==> config.mk <==
export PLATFORM = sky130hd
export DESIGN_NAME = global_config_eeprom_bist_regs
export DESIGN_NICKNAME = d
export VERILOG_FILES = /design/src/hdl/glb_cfg_pkg.sv /design/src/hdl/global_config_eeprom_bist_regs.sv
export SDC_FILE = /design/constraint.sdc
export NUM_CORES = 1
export LEC_CHECK = 0
export ABC_AREA = 1
export ABC_CLOCK_PERIOD_IN_PS = 3700
export BUFFER_PORTS_ARGS = -buffer_cell sky130_fd_sc_hd__buf_2
export CORE_ASPECT_RATIO = 1.75
export CORE_MARGIN = 3
export CORE_UTILIZATION = 43
export DETAILED_ROUTE_END_ITERATION = 7
export HOLD_SLACK_MARGIN = 0.03
export SYNTH_ARGS = -nofsm -noshare
export SYNTH_HDL_FRONTEND = slang
export SYNTH_SLANG_ARGS = --single-unit
==> constraint.sdc <==
create_clock -name ref_clk -period 3.7 [get_ports ref_clk]
set_input_delay 0.555 -clock ref_clk [delete_from_list [all_inputs] [get_ports ref_clk]]
set_output_delay 0.555 -clock ref_clk [all_outputs]
set_load 0.01 [all_outputs]
==> src/hdl/glb_cfg_pkg.sv <==
// constants and carrier types for the global configuration register group
// Function
// - endian strap latched at reset into config bit 10, 1 means little endian
// - prom presence strap latched at reset into config bit 9
// - config bit 7 reads 1 in 8-bit host bus mode
// - config bit 6 reads 1 in 16-bit host bus mode
// - config bit 4 always reads 1, shared address and data bus
// - after reset with the prom presence strap set, the three address words load from prom starting at word 1
// - word 1 to low, word 2 to middle, word 3 to high register
// - software accesses touch only registers, never written back to the prom
// - each address word is a 16-bit read-write register, low word least significant
// - control bit 4 hands the prom pins to software via bits 3 to 0
// - write-only control bit 5 picks direction, 1 writes, 0 reads
// - control bit 3 reads the live prom data pin level
// - control bit 2 drives the prom data pin under software access
// - control bit 1 drives the prom clock pin
// - control bit 0 drives the prom select pin
// - self-test bit 15 reads 0 while running, 1 when done
// - self-test bit 12 reads 1 when transmit memory test completed
// - self-test bit 11 reads 1 when transmit memory test failed
// - self-test bits 10 to 8 report the failure count, zero when none
// - writing 1 to the start control starts the self-test, 0 stops it
package glb_cfg_pkg;
   localparam logic [8:0]  CFG_OFS       = 9'h108;
   localparam logic [8:0]  ADDR_LO_OFS   = 9'h110;
   localparam logic [8:0]  ADDR_MID_OFS  = 9'h112;
   localparam logic [8:0]  ADDR_HI_OFS   = 9'h114;
   localparam logic [8:0]  PROM_CTL_OFS  = 9'h122;
   localparam logic [8:0]  TEST_RES_OFS  = 9'h124;
   localparam logic [8:0]  TEST_CTL_OFS  = 9'h126;
   localparam int          CFG_ENDIAN_B  = 10;
   localparam int          CFG_PRESENT_B = 9;
   localparam int          CFG_W8_B      = 7;
   localparam int          CFG_W16_B     = 6;
   localparam int          CFG_SHARED_B  = 4;
   localparam int          PC_DIR_B      = 5;
   localparam int          PC_EN_B       = 4;
   localparam int          PC_DIN_B      = 3;
   localparam int          PC_DOUT_B     = 2;
   localparam int          PC_CLK_B      = 1;
   localparam int          PC_SEL_B      = 0;
   localparam int          TR_DONE_B     = 15;
   localparam int          TR_TXDONE_B   = 12;
   localparam int          TR_FAIL_B     = 11;
   localparam int          TR_CNT_LSB    = 8;
   localparam int          TC_START_B    = 3;
   localparam logic [15:0] ADDR_RST      = 16'h0000;
   localparam logic [1:0]  FIRST_WORD    = 2'h1;
   localparam logic [1:0]  LAST_WORD     = 2'h3;
   localparam logic [2:0]  READ_OPCODE   = 3'h6;
   localparam int          CLK_NS        = 10;
   localparam int          PROM_HALF_NS  = 500;
   localparam int          PROM_HALF_CYC = (PROM_HALF_NS + CLK_NS - 1) / CLK_NS;
   localparam int          TEST_CYC      = 1024;
   typedef struct packed {
      logic sel;
      logic clk;
      logic dout;
      logic oe_n;
   } prom_pins_t;
   typedef struct packed {
      logic endian;
      logic present;
      logic w8;
   } straps_t;
endpackage

==> src/hdl/global_config_eeprom_bist_regs.sv <==
// global configuration, host address, prom pin control and self-test registers
`timescale 1ns/1ps
module global_config_eeprom_bist_regs (
   input  wire  logic                    ref_clk,
   input  wire  logic                    rstn,
   input  wire  logic [8:0]              addr,
   input  wire  logic [15:0]             wr_data,
   input  wire  logic                    wr_en,
   input  wire  logic                    rd_en,
   output logic [15:0]                   rd_data,
   input  wire  glb_cfg_pkg::straps_t    strap_pins,
   input  wire  logic                    prom_data_in,
   output glb_cfg_pkg::prom_pins_t       prom_pins,
   input  wire  logic                    tx_mem_mismatch,
   output logic                          tx_mem_test_run
);
   typedef enum logic [2:0] {
      L_IDLE = 3'b000,
      L_CMD  = 3'b001,
      L_DATA = 3'b011,
      L_GAP  = 3'b010,
      L_DONE = 3'b110
   } ld_state_t;

   glb_cfg_pkg::straps_t     strap_reg, strap_next;
   ld_state_t                ld_reg, ld_next;
   logic [6:0]               div_reg, div_next;
   logic                     sk_reg, sk_next;
   logic                     lsel_reg, lsel_next;
   logic [3:0]               bit_reg, bit_next;
   logic [1:0]               word_reg, word_next;
   logic [8:0]               cmd_reg, cmd_next;
   logic [15:0]              dat_reg, dat_next;
   logic [15:0]              mac_reg [3];
   logic [15:0]              mac_next [3];
   logic                     tick;
   logic                     load_pulse;
   logic                     en_reg, en_next;
   logic                     dir_reg, dir_next;
   logic                     swd_reg, swd_next;
   logic                     swc_reg, swc_next;
   logic                     sws_reg, sws_next;
   glb_cfg_pkg::prom_pins_t  pins_reg, pins_next;
   logic                     run_reg, run_next;
   logic                     done_reg, done_next;
   logic                     fail_reg, fail_next;
   logic [2:0]               fcnt_reg, fcnt_next;
   logic [9:0]               tcnt_reg, tcnt_next;
   logic                     start_reg, start_next;
   logic [15:0]              rd_reg, rd_next;

   // straps follow the pins while reset is held, frozen at release
   always_comb begin
      strap_next = rstn ? strap_reg : strap_pins;
   end

   always_ff @(posedge ref_clk) begin
      strap_reg <= strap_next;
   end

   // clock divider for the loader, free running keeps it simple
   assign tick = (div_reg == 7'(glb_cfg_pkg::PROM_HALF_CYC - 1));

   // reset loader: read command, 16 data bits, repeat for three words
   always_comb begin
      ld_next    = ld_reg;
      div_next   = tick ? 7'h00 : div_reg + 7'h01;
      sk_next    = sk_reg;
      lsel_next  = lsel_reg;
      bit_next   = bit_reg;
      word_next  = word_reg;
      cmd_next   = cmd_reg;
      dat_next   = dat_reg;
      load_pulse = 1'b0;
      case (ld_reg)
         L_IDLE: begin
            if (strap_reg.present) begin
               ld_next   = L_CMD;
               lsel_next = 1'b1;
               word_next = glb_cfg_pkg::FIRST_WORD;
               cmd_next  = {glb_cfg_pkg::READ_OPCODE, 4'h0, glb_cfg_pkg::FIRST_WORD};
               bit_next  = 4'h0;
            end else begin
               ld_next = L_DONE; // software writes the address
            end
         end
         L_CMD: begin
            if (tick) begin
               sk_next = ~sk_reg;
               if (sk_reg) begin
                  if (bit_reg == 4'h8) begin
                     ld_next  = L_DATA;
                     bit_next = 4'h0;
                  end else begin
                     bit_next = bit_reg + 4'h1;
                     cmd_next = {cmd_reg[7:0], 1'b0};
                  end
               end
            end
         end
         L_DATA: begin
            if (tick) begin
               sk_next = ~sk_reg;
               if (!sk_reg) begin
                  dat_next = {dat_reg[14:0], prom_data_in}; // sample on rising clock
               end else if (bit_reg == 4'hF) begin
                  load_pulse = 1'b1;
                  lsel_next  = 1'b0;
                  ld_next    = L_GAP;
               end else begin
                  bit_next = bit_reg + 4'h1;
               end
            end
         end
         L_GAP: begin
            if (tick) begin
               if (word_reg == glb_cfg_pkg::LAST_WORD) begin
                  ld_next = L_DONE;
               end else begin
                  word_next = word_reg + 2'h1;
                  cmd_next  = {glb_cfg_pkg::READ_OPCODE, 4'h0, word_reg + 2'h1};
                  bit_next  = 4'h0;
                  lsel_next = 1'b1;
                  ld_next   = L_CMD;
               end
            end
         end
         L_DONE: begin
            ld_next = L_DONE; // one load per reset, never writes back
         end
         default: begin
            ld_next = L_DONE;
         end
      endcase
   end

   always_ff @(posedge ref_clk) begin
      if (!rstn) begin
         ld_reg   <= L_IDLE;
         div_reg  <= 7'h00;
         sk_reg   <= 1'b0;
         lsel_reg <= 1'b0;
         bit_reg  <= 4'h0;
         word_reg <= 2'h0;
         cmd_reg  <= 9'h000;
         dat_reg  <= 16'h0000;
      end else begin
         ld_reg   <= ld_next;
         div_reg  <= div_next;
         sk_reg   <= sk_next;
         lsel_reg <= lsel_next;
         bit_reg  <= bit_next;
         word_reg <= word_next;
         cmd_reg  <= cmd_next;
         dat_reg  <= dat_next;
      end
   end

   // address words: loader fills them, software may overwrite later
   always_comb begin
      for (int i = 0; i < 3; i++) begin
         mac_next[i] = mac_reg[i];
         if (wr_en && addr == glb_cfg_pkg::ADDR_LO_OFS + 9'(2 * i)) begin
            mac_next[i] = wr_data;
         end
         if (load_pulse && word_reg == 2'(i + 1)) begin
            mac_next[i] = dat_reg;
         end
      end
   end

   always_ff @(posedge ref_clk) begin
      for (int i = 0; i < 3; i++) begin
         mac_reg[i] <= rstn ? mac_next[i] : glb_cfg_pkg::ADDR_RST;
      end
   end

   // software pin control bits and the pin mux
   always_comb begin
      en_next  = en_reg;
      dir_next = dir_reg;
      swd_next = swd_reg;
      swc_next = swc_reg;
      sws_next = sws_reg;
      if (wr_en && addr == glb_cfg_pkg::PROM_CTL_OFS) begin
         en_next  = wr_data[glb_cfg_pkg::PC_EN_B];
         dir_next = wr_data[glb_cfg_pkg::PC_DIR_B];
         swd_next = wr_data[glb_cfg_pkg::PC_DOUT_B];
         swc_next = wr_data[glb_cfg_pkg::PC_CLK_B];
         sws_next = wr_data[glb_cfg_pkg::PC_SEL_B];
      end
      if (en_reg) begin
         pins_next.sel  = sws_reg;
         pins_next.clk  = swc_reg;
         pins_next.dout = swd_reg;
         pins_next.oe_n = ~dir_reg;
      end else begin
         // loader owns pins; data is driven only while the command shifts
         pins_next.sel  = lsel_reg;
         pins_next.clk  = sk_reg;
         // dout parks low once the command is out, so no stale bit sits on the pin
         pins_next.dout = (ld_reg == L_CMD) ? cmd_reg[8] : 1'b0;
         pins_next.oe_n = (ld_reg != L_CMD);
      end
   end

   always_ff @(posedge ref_clk) begin
      if (!rstn) begin
         en_reg   <= 1'b0;
         dir_reg  <= 1'b0;
         swd_reg  <= 1'b0;
         swc_reg  <= 1'b0;
         sws_reg  <= 1'b0;
         pins_reg <= '{sel: 1'b0, clk: 1'b0, dout: 1'b0, oe_n: 1'b1};
      end else begin
         en_reg   <= en_next;
         dir_reg  <= dir_next;
         swd_reg  <= swd_next;
         swc_reg  <= swc_next;
         sws_reg  <= sws_next;
         pins_reg <= pins_next;
      end
   end

   // transmit memory self-test sequencer, starts itself after reset
   always_comb begin
      start_next = start_reg;
      run_next   = run_reg;
      done_next  = done_reg;
      fail_next  = fail_reg;
      fcnt_next  = fcnt_reg;
      tcnt_next  = tcnt_reg;
      if (run_reg) begin
         tcnt_next = tcnt_reg + 10'h001;
         if (tx_mem_mismatch) begin
            fail_next = 1'b1;
            fcnt_next = (fcnt_reg == 3'h7) ? fcnt_reg : fcnt_reg + 3'h1;
         end
         if (tcnt_reg == 10'(glb_cfg_pkg::TEST_CYC - 1)) begin
            run_next  = 1'b0;
            done_next = 1'b1;
         end
      end
      if (wr_en && addr == glb_cfg_pkg::TEST_CTL_OFS) begin
         start_next = wr_data[glb_cfg_pkg::TC_START_B];
         run_next   = wr_data[glb_cfg_pkg::TC_START_B];
         if (wr_data[glb_cfg_pkg::TC_START_B]) begin
            done_next = 1'b0;
            fail_next = 1'b0;
            fcnt_next = 3'h0;
            tcnt_next = 10'h000;
         end
      end
   end

   always_ff @(posedge ref_clk) begin
      if (!rstn) begin
         start_reg <= 1'b0;
         run_reg   <= 1'b1;
         done_reg  <= 1'b0;
         fail_reg  <= 1'b0;
         fcnt_reg  <= 3'h0;
         tcnt_reg  <= 10'h000;
      end else begin
         start_reg <= start_next;
         run_reg   <= run_next;
         done_reg  <= done_next;
         fail_reg  <= fail_next;
         fcnt_reg  <= fcnt_next;
         tcnt_reg  <= tcnt_next;
      end
   end

   // read mux; data stands only in the cycle after the strobe
   always_comb begin
      rd_next = 16'h0000;
      if (rd_en) begin
         case (addr)
            glb_cfg_pkg::CFG_OFS: begin
               rd_next[glb_cfg_pkg::CFG_ENDIAN_B]  = strap_reg.endian;
               rd_next[glb_cfg_pkg::CFG_PRESENT_B] = strap_reg.present;
               rd_next[glb_cfg_pkg::CFG_W8_B]      = strap_reg.w8;
               rd_next[glb_cfg_pkg::CFG_W16_B]     = ~strap_reg.w8;
               rd_next[glb_cfg_pkg::CFG_SHARED_B]  = 1'b1;
            end
            glb_cfg_pkg::ADDR_LO_OFS:  rd_next = mac_reg[0];
            glb_cfg_pkg::ADDR_MID_OFS: rd_next = mac_reg[1];
            glb_cfg_pkg::ADDR_HI_OFS:  rd_next = mac_reg[2];
            glb_cfg_pkg::PROM_CTL_OFS: begin
               // direction bit is write only and reads back as zero
               rd_next[glb_cfg_pkg::PC_EN_B]   = en_reg;
               rd_next[glb_cfg_pkg::PC_DIN_B]  = prom_data_in;
               rd_next[glb_cfg_pkg::PC_DOUT_B] = swd_reg;
               rd_next[glb_cfg_pkg::PC_CLK_B]  = swc_reg;
               rd_next[glb_cfg_pkg::PC_SEL_B]  = sws_reg;
            end
            glb_cfg_pkg::TEST_RES_OFS: begin
               rd_next[glb_cfg_pkg::TR_DONE_B]   = done_reg;
               rd_next[glb_cfg_pkg::TR_TXDONE_B] = done_reg;
               rd_next[glb_cfg_pkg::TR_FAIL_B]   = fail_reg;
               rd_next[glb_cfg_pkg::TR_CNT_LSB +: 3] = fcnt_reg;
            end
            glb_cfg_pkg::TEST_CTL_OFS: rd_next[glb_cfg_pkg::TC_START_B] = start_reg;
            default: rd_next = 16'h0000;
         endcase
      end
   end

   always_ff @(posedge ref_clk) begin
      rd_reg <= rstn ? rd_next : 16'h0000;
   end

   assign rd_data         = rd_reg;
   assign prom_pins       = pins_reg;
   assign tx_mem_test_run = run_reg;

   // checks
   a_cfg_read: assert property (@(posedge ref_clk) disable iff (!rstn)
      rd_en && addr == glb_cfg_pkg::CFG_OFS |=> rd_data[10:9] == {strap_reg.endian,
      strap_reg.present} && rd_data[4]) else $error("config read wrong");
   a_width_pair: assert property (@(posedge ref_clk) disable iff (!rstn)
      rd_en && addr == glb_cfg_pkg::CFG_OFS |=> rd_data[7] != rd_data[6])
      else $error("width bits not exclusive");
   a_load_word: assert property (@(posedge ref_clk) disable iff (!rstn)
      load_pulse && !wr_en |=> mac_reg[word_reg - 2'h1] == $past(dat_reg))
      else $error("address word not loaded");
   a_sw_write: assert property (@(posedge ref_clk) disable iff (!rstn)
      wr_en && addr == glb_cfg_pkg::ADDR_HI_OFS && !load_pulse |=> mac_reg[2] == $past(wr_data))
      else $error("high word write lost");
   a_sw_pins: assert property (@(posedge ref_clk) disable iff (!rstn)
      en_reg |=> prom_pins.sel == $past(sws_reg) && prom_pins.clk == $past(swc_reg))
      else $error("software pins not driven");
   a_ld_pins: assert property (@(posedge ref_clk) disable iff (!rstn)
      !en_reg |=> prom_pins.sel == $past(lsel_reg)) else $error("loader lost select pin");
   a_dir_drive: assert property (@(posedge ref_clk) disable iff (!rstn)
      en_reg && !dir_reg |=> prom_pins.oe_n) else $error("drove data in read direction");
   a_test_done: assert property (@(posedge ref_clk) disable iff (!rstn)
      run_reg ##1 !run_reg && !$past(wr_en) |-> done_reg) else $error("test end without done");
   a_fail_cnt: assert property (@(posedge ref_clk) disable iff (!rstn)
      done_reg && !fail_reg |-> fcnt_reg == 3'h0) else $error("count without failure");
   a_din_live: assert property (@(posedge ref_clk) disable iff (!rstn)
      rd_en && addr == glb_cfg_pkg::PROM_CTL_OFS |=> rd_data[3] == $past(prom_data_in))
      else $error("data pin not reflected");
   // self-test control and status
   a_test_start: assert property (@(posedge ref_clk) disable iff (!rstn)
      wr_en && addr == glb_cfg_pkg::TEST_CTL_OFS && wr_data[glb_cfg_pkg::TC_START_B]
      |=> run_reg && !done_reg && !fail_reg) else $error("start write did not restart test");
   a_test_stop: assert property (@(posedge ref_clk) disable iff (!rstn)
      wr_en && addr == glb_cfg_pkg::TEST_CTL_OFS && !wr_data[glb_cfg_pkg::TC_START_B]
      |=> !run_reg) else $error("stop write did not halt test");
   a_busy_flag: assert property (@(posedge ref_clk) disable iff (!rstn)
      run_reg |-> !done_reg) else $error("done shown while test runs");
   // prom pin ownership while the loader holds the pins, and the loader skip without a prom
   a_cmd_drive: assert property (@(posedge ref_clk) disable iff (!rstn)
      !en_reg && ld_reg == L_CMD |=> !prom_pins.oe_n) else $error("command not driven");
   a_idle_dout: assert property (@(posedge ref_clk) disable iff (!rstn)
      !en_reg && ld_reg != L_CMD |=> prom_pins.oe_n && !prom_pins.dout)
      else $error("loader drove data outside command");
   a_no_prom: assert property (@(posedge ref_clk) disable iff (!rstn)
      ld_reg == L_IDLE && !strap_reg.present |=> ld_reg == L_DONE)
      else $error("loader ran without a prom");
   // read data must not linger past its one cycle
   a_read_once: assert property (@(posedge ref_clk) disable iff (!rstn)
      rd_en ##1 !rd_en |=> rd_data == 16'h0000) else $error("read data held too long");
   c_test_stop: cover property (@(posedge ref_clk) disable iff (!rstn)
      run_reg && wr_en && addr == glb_cfg_pkg::TEST_CTL_OFS
      && !wr_data[glb_cfg_pkg::TC_START_B]);
   c_no_prom: cover property (@(posedge ref_clk) disable iff (!rstn)
      ld_reg == L_IDLE && !strap_reg.present);
   c_load_done: cover property (@(posedge ref_clk) disable iff (!rstn)
      ld_reg == L_GAP && word_reg == glb_cfg_pkg::LAST_WORD);
   c_sw_access: cover property (@(posedge ref_clk) disable iff (!rstn) en_reg && dir_reg);
   c_test_fail: cover property (@(posedge ref_clk) disable iff (!rstn) done_reg && fail_reg);
endmodule // global_config_eeprom_bist_regs

==> summary.txt, run 1 <==
Floorplanning
  – Core Box Area: 16000 sq um
  – Starting Density: roughly 44%
  – I/O pins: between 50 and 60
  – Chip width: around 100 microns
  – Num rows: 61
  – Die H: approximately 180 microns
  – Die ar.: 18000 sq um

Critical path
  – Top cell by count, worst path: nand2_1
  – Worst endpoint data arrival time: 2.70 ns
  – Worst path required time: 4.03 ns
  – Origin of the worst setup path: bit_reg[0]
  – CP Cell Sequence: ha_1 -> nand3_1 -> nor2_8 -> nand3_4 -> nand2_1 -> nand2_1 -> a21oi_1
  – CP Max Fanout: 51
  – Crit Reg-Reg Startpoint: bit_reg[0]
  – Slowest-stage cell, CP: nor2_8
  – Worst reg-to-reg path cell count: 7
  – Startpoint types: flip-flop
  – Crit path kind: reg2reg
  – CP endpoint kind: flip-flop
  – Critical Path Max Stage Delay: approximately 0.63 ns

Detailed routing
  – DRT Pass-1 Iters: 5
  – Wire per inst: 15.9 microns
  – Total wire length: 19400 microns
  – Vias: 6611
  – Post-DR vias/cell: ~5.4
  – Antenna-violating nets left: 0
  – Initial drt markers: 530
  – DRC: 0

Status
  – Status: finished, final reports clean

Placement
  – Number of port buffers: 54
  – Final RePlAce weighted congestion: roughly 0.87
  – Dpl hpwl: 13800 microns
  – DP Cell Count: 1184

Timing
  – Final setup viols: 0
  – Crit path time final: 2.37 ns
  – Rel. slew slack: roughly a third
  – Fin. max-slew vios: 0
  – Setup Skew: roughly 0.008 ns
  – Fin. Hold Viols: 0
  – Slew @ Worst Pin: 1.01 ns
  – RSZ-0062 raised after global routing: no
  – Fmax: around 420 MHz
  – Setup TNS: 0 ns
  – Worst Hold Slack: 0.307 ns
  – Fin crit share: 64.0%

Power and ir drop
  – LEAKAGE: 3.26 nW
  – Power Dens Cells: 476 nW/um^2
  – VDD IR max: 293 uV

Yosys
  – Post-Syn Nets: 1038
  – Cell Area, Synth: 7020 sq um
  – Dominant cells by area after synthesis: dfxtp_1 (38%), nand2_1 (12%), nand4_1 (8.1%), a21oi_1 (6.6%), nand3_1 (6.5%)
  – Primary FF master, synth: dfxtp_1
  – YS warnings: 0
  – Syn Area/Cell: 7.06 sq um
  – Most frequent cell after synthesis: nand2_1
  – Post-synth cell types: 41
  – List of most frequent post-synthesis cells: nand2_1 (230), dfxtp_1 (133), a21oi_1 (92), nand3_1 (91), nand4_1 (91)
  – Post-synth top area share: 37.9%
  – EDFF count, synth: 3
  – Ys async rst share: 0%
  – Synth area leader: dfxtp_1
  – Synthesized netlist cell count: 995
  – Seq/Total Area, Yosys: 39.2%
  – Synth Register Bits: 136

Finish
  – Final antenna diode count: 0
  – Layout cell share with drive strength beyond 1: 13.3%
  – Post-route non-filler standard cell count: 1216
  – Register area: about 2800 sq um
  – FILL cells: 1662
  – Area of the multi-input gates: 3570 sq um
  – P&R area growth vs syn: 11.3%
  – # nets final: 1057
  – Largest register FFs: 48

Clocking
  – Number of gates resized after CTS: 0
  – CTS sink cnt: 136
  – CTS tree: built
  – Clk Latency, worst-skew pair: 0.42 ns
  – Post-CTS Setup Inserts: 0
  – CTS Buf Count: 17
  – Hold Buf Count CTS: 0
  – Clock Tree Buf Depth: 2
  – Htree depth: 4
  – Worst-path clk slew: 0.06 ns
  – CTS root buffer: clkbuf_16

Global routing
  – Vias in the first global route: approximately 6200
  – First-pass GRT wire length: 31000 microns
  – Overall routing resource usage: 22.0%
  – Antenna violations before repair: 0
  – Largest net degree at the start of global routing: 52
  – Gr ovfl total: 0

Hold path
  – Worst Hold Class: in2reg
  – Hold Path Cell Cnt: 1
  – Worst Hold Launch: strap_pins[0]

Run
  – Max-cap viol count: 0
-- worst max-delay path, delay by kind of cell (launching register included) --
kind,cells,cell delay [ns]
compound gates,1,0.14
fa+ha+maj,1,0.19
flops,1,0.36
simple gates,5,1.56
-- metal layers --
metal	global-route usage [%]	vias up	wire length, microns
li1	-	3362	-
met1	23.8	3050	7590
met2	40.2	153	10400
met3	3.92	46	653
met4	9.85	0	686
met5	0	-	0
-- where the power goes --
group          switching, mW  internal, mW  total (mW)  leakage (nW)
combinational          0.277         0.123       0.400          1.87
sequential            0.0466          1.53        1.57          1.11
clock                  0.675          1.07        1.74         0.282
total                  0.999          2.72        3.72          3.26
-- layout by cell type (no fill, tap or decap), types with 5 or more instances in the layout --
| master | count |
|---|---|
| or2_2 | 5 |
| buf_4 | 7 |
| o21ai_0 | 46 |
| clkbuf_16 | 17 |
| nand2_2 | 10 |
| nand4_1 | 91 |
| nor2_2 | 7 |
| inv_2 | 8 |
| inv_1 | 74 |
| nand3_1 | 91 |
| nor2_1 | 87 |
| dfxtp_1 | 133 |
| buf_2 | 54 |
| ha_1 | 9 |
| nand2_1 | 230 |
| xor2_1 | 8 |
| a21oi_1 | 92 |
-- cell families after synthesis --
group	Yosys count	synth area share [%]
adders and majority gates	9	1.60
xor gates and xnor gates	11	1.37
buffers and inverters	146	10.0
and+or+nand+nor	544	36.9
AOI/OAI and AO/OA	148	10.7
muxes	1	0.143
DFF	136	39.2
-- final cells by class --
type                    count  share of cell area, %
flip-flops and latches    136                   35.2
inverters                  85                   4.20
clock inverters            13                   2.16
repair buffers             61                   4.13
clock buffers              19                   5.54
well taps                 189                   3.03
multi-input cells         713                   45.7
-- stage by stage --
step / utilization, % / setup slack (ns) / total power, mW / cell area (sq um)
floorplan: - / 2.05 / 1.88 / 7020
global placement: 45.2 / 1.32 / 2.00 / 7210
detailed placement: 45.2 / 1.28 / 2.00 / 7210
CTS: 49.0 / 1.36 / 3.74 / 7810
global route: 49.0 / 1.12 / 3.87 / 7810
finish: 49.0 / 1.33 / 3.72 / 7810
-- final timing paths --
kind               endpoint  slack (ns)
min            strap_reg[0]        0.31
min reg2reg         dir_reg        0.46
max reg2reg  mac_reg[0][10]        1.33
max          mac_reg[0][10]        1.33
Power figures use the tool's default switching activity.
==> run 2, diff against run 1 <==
--- a/config.mk
+++ b/config.mk
@@ -6,7 +6,7 @@
 export NUM_CORES = 1
 export LEC_CHECK = 0
 export ABC_AREA = 1
-export ABC_CLOCK_PERIOD_IN_PS = 3700
+export ABC_CLOCK_PERIOD_IN_PS = 2300
 export BUFFER_PORTS_ARGS = -buffer_cell sky130_fd_sc_hd__buf_2
 export CORE_ASPECT_RATIO = 1.75
 export CORE_MARGIN = 3
==> constraint.sdc (replaced) <==
create_clock -name ref_clk -period 2.3 [get_ports ref_clk]
set_input_delay 0.345 -clock ref_clk [delete_from_list [all_inputs] [get_ports ref_clk]]
set_output_delay 0.345 -clock ref_clk [all_outputs]
set_load 0.01 [all_outputs]
==> summary.txt, run 2 (synthesized netlist as in run 1, its figures left out) <==
Finish
  – Post-route non-filler standard cell count: 1227 (was 1216)
  – Most frequent cells in the layout: nand2_1 (230), dfxtp_1 (133), a21oi_1 (92) (unchanged)
  – FILL cells: 1664 (was 1662)
  – Layout cell share with drive strength beyond 1: 14.5% (was 13.3%)
  – Final cell area excluding filler cells: 7900 sq um (was 7810 sq um)
  – P&R area growth vs syn: 12.5% (was 11.3%)
  – Commonest non-fill, non-tap cell in the layout: nand2_1 (unchanged)
  – Final antenna diode count: 0 (unchanged)
  – Largest register FFs: 48 (unchanged)
  – # nets final: 1068 (was 1057)

Clocking
  – Worst-path clk slew: 0.06 ns (about the same)
  – Hold Buf Count CTS: 0 (unchanged)
  – Htree depth: 4 (unchanged)
  – CTS tree: built (unchanged)
  – CTS root buffer: clkbuf_16 (unchanged)
  – Clk Latency, worst-skew pair: 0.42 ns (about the same)
  – Number of gates resized after CTS: 0 (unchanged)
  – Clock Tree Buf Depth: 2 (unchanged)
  – CTS sink cnt: 136 (unchanged)
  – CTS Buf Count: 17 (unchanged)
  – Post-CTS Setup Inserts: 0 (unchanged)

Timing
  – Fin crit share: 85.0% (was 64.0%)
  – Setup TNS: 0 ns (unchanged)
  – Worst Hold Slack: 0.0994 ns (was 0.307 ns)
  – Fin. max-slew vios: 0 (unchanged)
  – Rel. slew slack: 53.5% (was 32.9%)
  – Slew @ Worst Pin: 0.696 ns (was 1.01 ns)
  – RSZ-0062 raised after global routing: no (unchanged)
  – Fmax: 511 MHz (was 422 MHz)
  – Crit path time final: 1.96 ns (was 2.37 ns)
  – Setup Skew: 0.0105 ns (was 0.00801 ns)
  – Final setup viols: 0 (unchanged)
  – Fin. Hold Viols: 0 (unchanged)

Placement
  – Number of port buffers: 54 (unchanged)
  – Final RePlAce weighted congestion: 0.840 (was 0.866)
  – Placed cell area: 7310 sq um (was 7210 sq um)
  – Dpl hpwl: 13700 microns (was 13800 microns)
  – DP Cell Count: 1195 (was 1184)

Critical path
  – Startpoint types: flip-flop (unchanged)
  – Crit Reg-Reg Startpoint: bit_reg[1] (was bit_reg[0])
  – Register-to-register setup slack: 0.34 ns (was 1.33 ns)
  – Worst endpoint data arrival time: 2.31 ns (was 2.70 ns)
  – Origin of the worst setup path: bit_reg[1] (was bit_reg[0])
  – Crit path kind: reg2reg (unchanged)
  – CP Max Fanout: 32 (was 51)
  – Worst reg-to-reg path cell count: 7 (unchanged)
  – Worst R2R End: mac_reg[0][27] (was mac_reg[0][10])
  – CP Capture Point: mac_reg[0][27] (was mac_reg[0][10])
  – Worst path required time: 2.65 ns (was 4.03 ns)
  – CP endpoint kind: flip-flop (unchanged)

Global routing
  – M2 GR Usage: 38.6% (was 40.2%)
  – Overall routing resource usage: 21.8% (was 22.0%)
  – Antenna violations before repair: 1 (was 0)
  – Largest net degree at the start of global routing: 52 (unchanged)
  – Busiest grt layer: met2 (unchanged)
  – Vias in the first global route: 6448 (was 6237)
  – First-pass GRT wire length: 31200 microns (was 31000 microns)
  – M1 GR Usage: 24.8% (was 23.8%)
  – Gr ovfl total: 0 (unchanged)
  – M3 GR Usage: 3.52% (was 3.92%)

Detailed routing
  – Initial drt markers: 585 (was 530)
  – DRT Pass-1 Iters: 7 (was 5)
  – DRC: 0 (unchanged)
  – Wire per inst: 15.5 microns (was 15.9 microns)
  – Antenna-violating nets left: 0 (unchanged)
  – Vias: 6613 (was 6611)
  – Post-DR vias/cell: 5.39 (was 5.44)
  – Total wire length: 19000 microns (was 19400 microns)

Status
  – Status: finished, final reports clean (unchanged)

Floorplanning
  – Starting Density: 44.0% (unchanged)
  – Chip width: 103 microns (unchanged)
  – Core Box Area: 16000 sq um (unchanged)
  – Die ar.: 18000 sq um (unchanged)
  – Num rows: 61 (unchanged)
  – Die H: 175 microns (unchanged)
  – I/O pins: 55 (unchanged)

Power and ir drop
  – LEAKAGE: 3.33 nW (was 3.26 nW)
  – Power Dens Cells: 746 nW/um^2 (was 476 nW/um^2)
  – VDD IR max: 477 uV (was 293 uV)

Hold path
  – Worst Hold Class: in2reg (unchanged)

Run
  – Max-cap viol count: 0 (unchanged)
==> run 2: cell count changes in the layout (fill, tap and decap cells not counted), sizes merged <==
cell / delta
bufinv: -1
clkinvlp: -2
inv: -1
clkinv: +4
buf: +11
==> run 2: per-stage QoR <==
step	total power, mW	utilization [%]	worst slack [ns]
finish	5.89	49.5	0.344
global route	6.15	49.5	0.0409
CTS	5.94	49.5	0.339
detailed placement	3.23	45.8	0.367
global placement	3.23	45.8	0.396
floorplan	3.03	-	0.748
==> run 2: routing by layer <==
| metal | share of wire [%] | up-vias |
|---|---|---|
| met1 | 41 | 3019 |
| met3 | 3.6 | 39 |
| met2 | 52 | 168 |
| li1 | - | 3385 |
| met5 | 0.068 | - |
| met4 | 2.9 | 2 |
==> run 2: worst max-delay path: stages, from the launching register on <==
cell	delay (ns)
dfxtp_1	0.35
ha_1	0.19
nand3_1	0.22
nor2_8	0.38
nand3_4	0.38
nand2_1	0.16
nand2_1	0.09
a21oi_1	0.12
==> run 2: power by group <==
part	switching [mW]	internal, mW
combinational	0.444	0.209
clock	1.07	1.64
sequential	0.0734	2.46
==> run 2: worst min-delay path by stage <==
stage                             start            to  slack (ns)  cells past startpoint
final                     strap_pins[0]  strap_reg[0]         0.1                      1
after global routing      strap_pins[0]  strap_reg[0]        0.09                      1
after CTS                 strap_pins[0]  strap_reg[0]        0.09                      1
after detailed placement        dir_reg       dir_reg        0.45                      2
after global placement         lsel_reg      lsel_reg        0.45                      2
after floorplan                 dir_reg       dir_reg        0.43                      2
==> run 2: area by class of cell <==
cell class	count	area, sq um	share of cell area [%]
clock buffer	19	443	5.61
tap	189	236	2.99
sequential	136	2750	34.9
multi-input combinational	713	3570	45.2
clock inverter	13	148	1.87
timing repair buffer	72	418	5.29
inverter	85	328	4.15
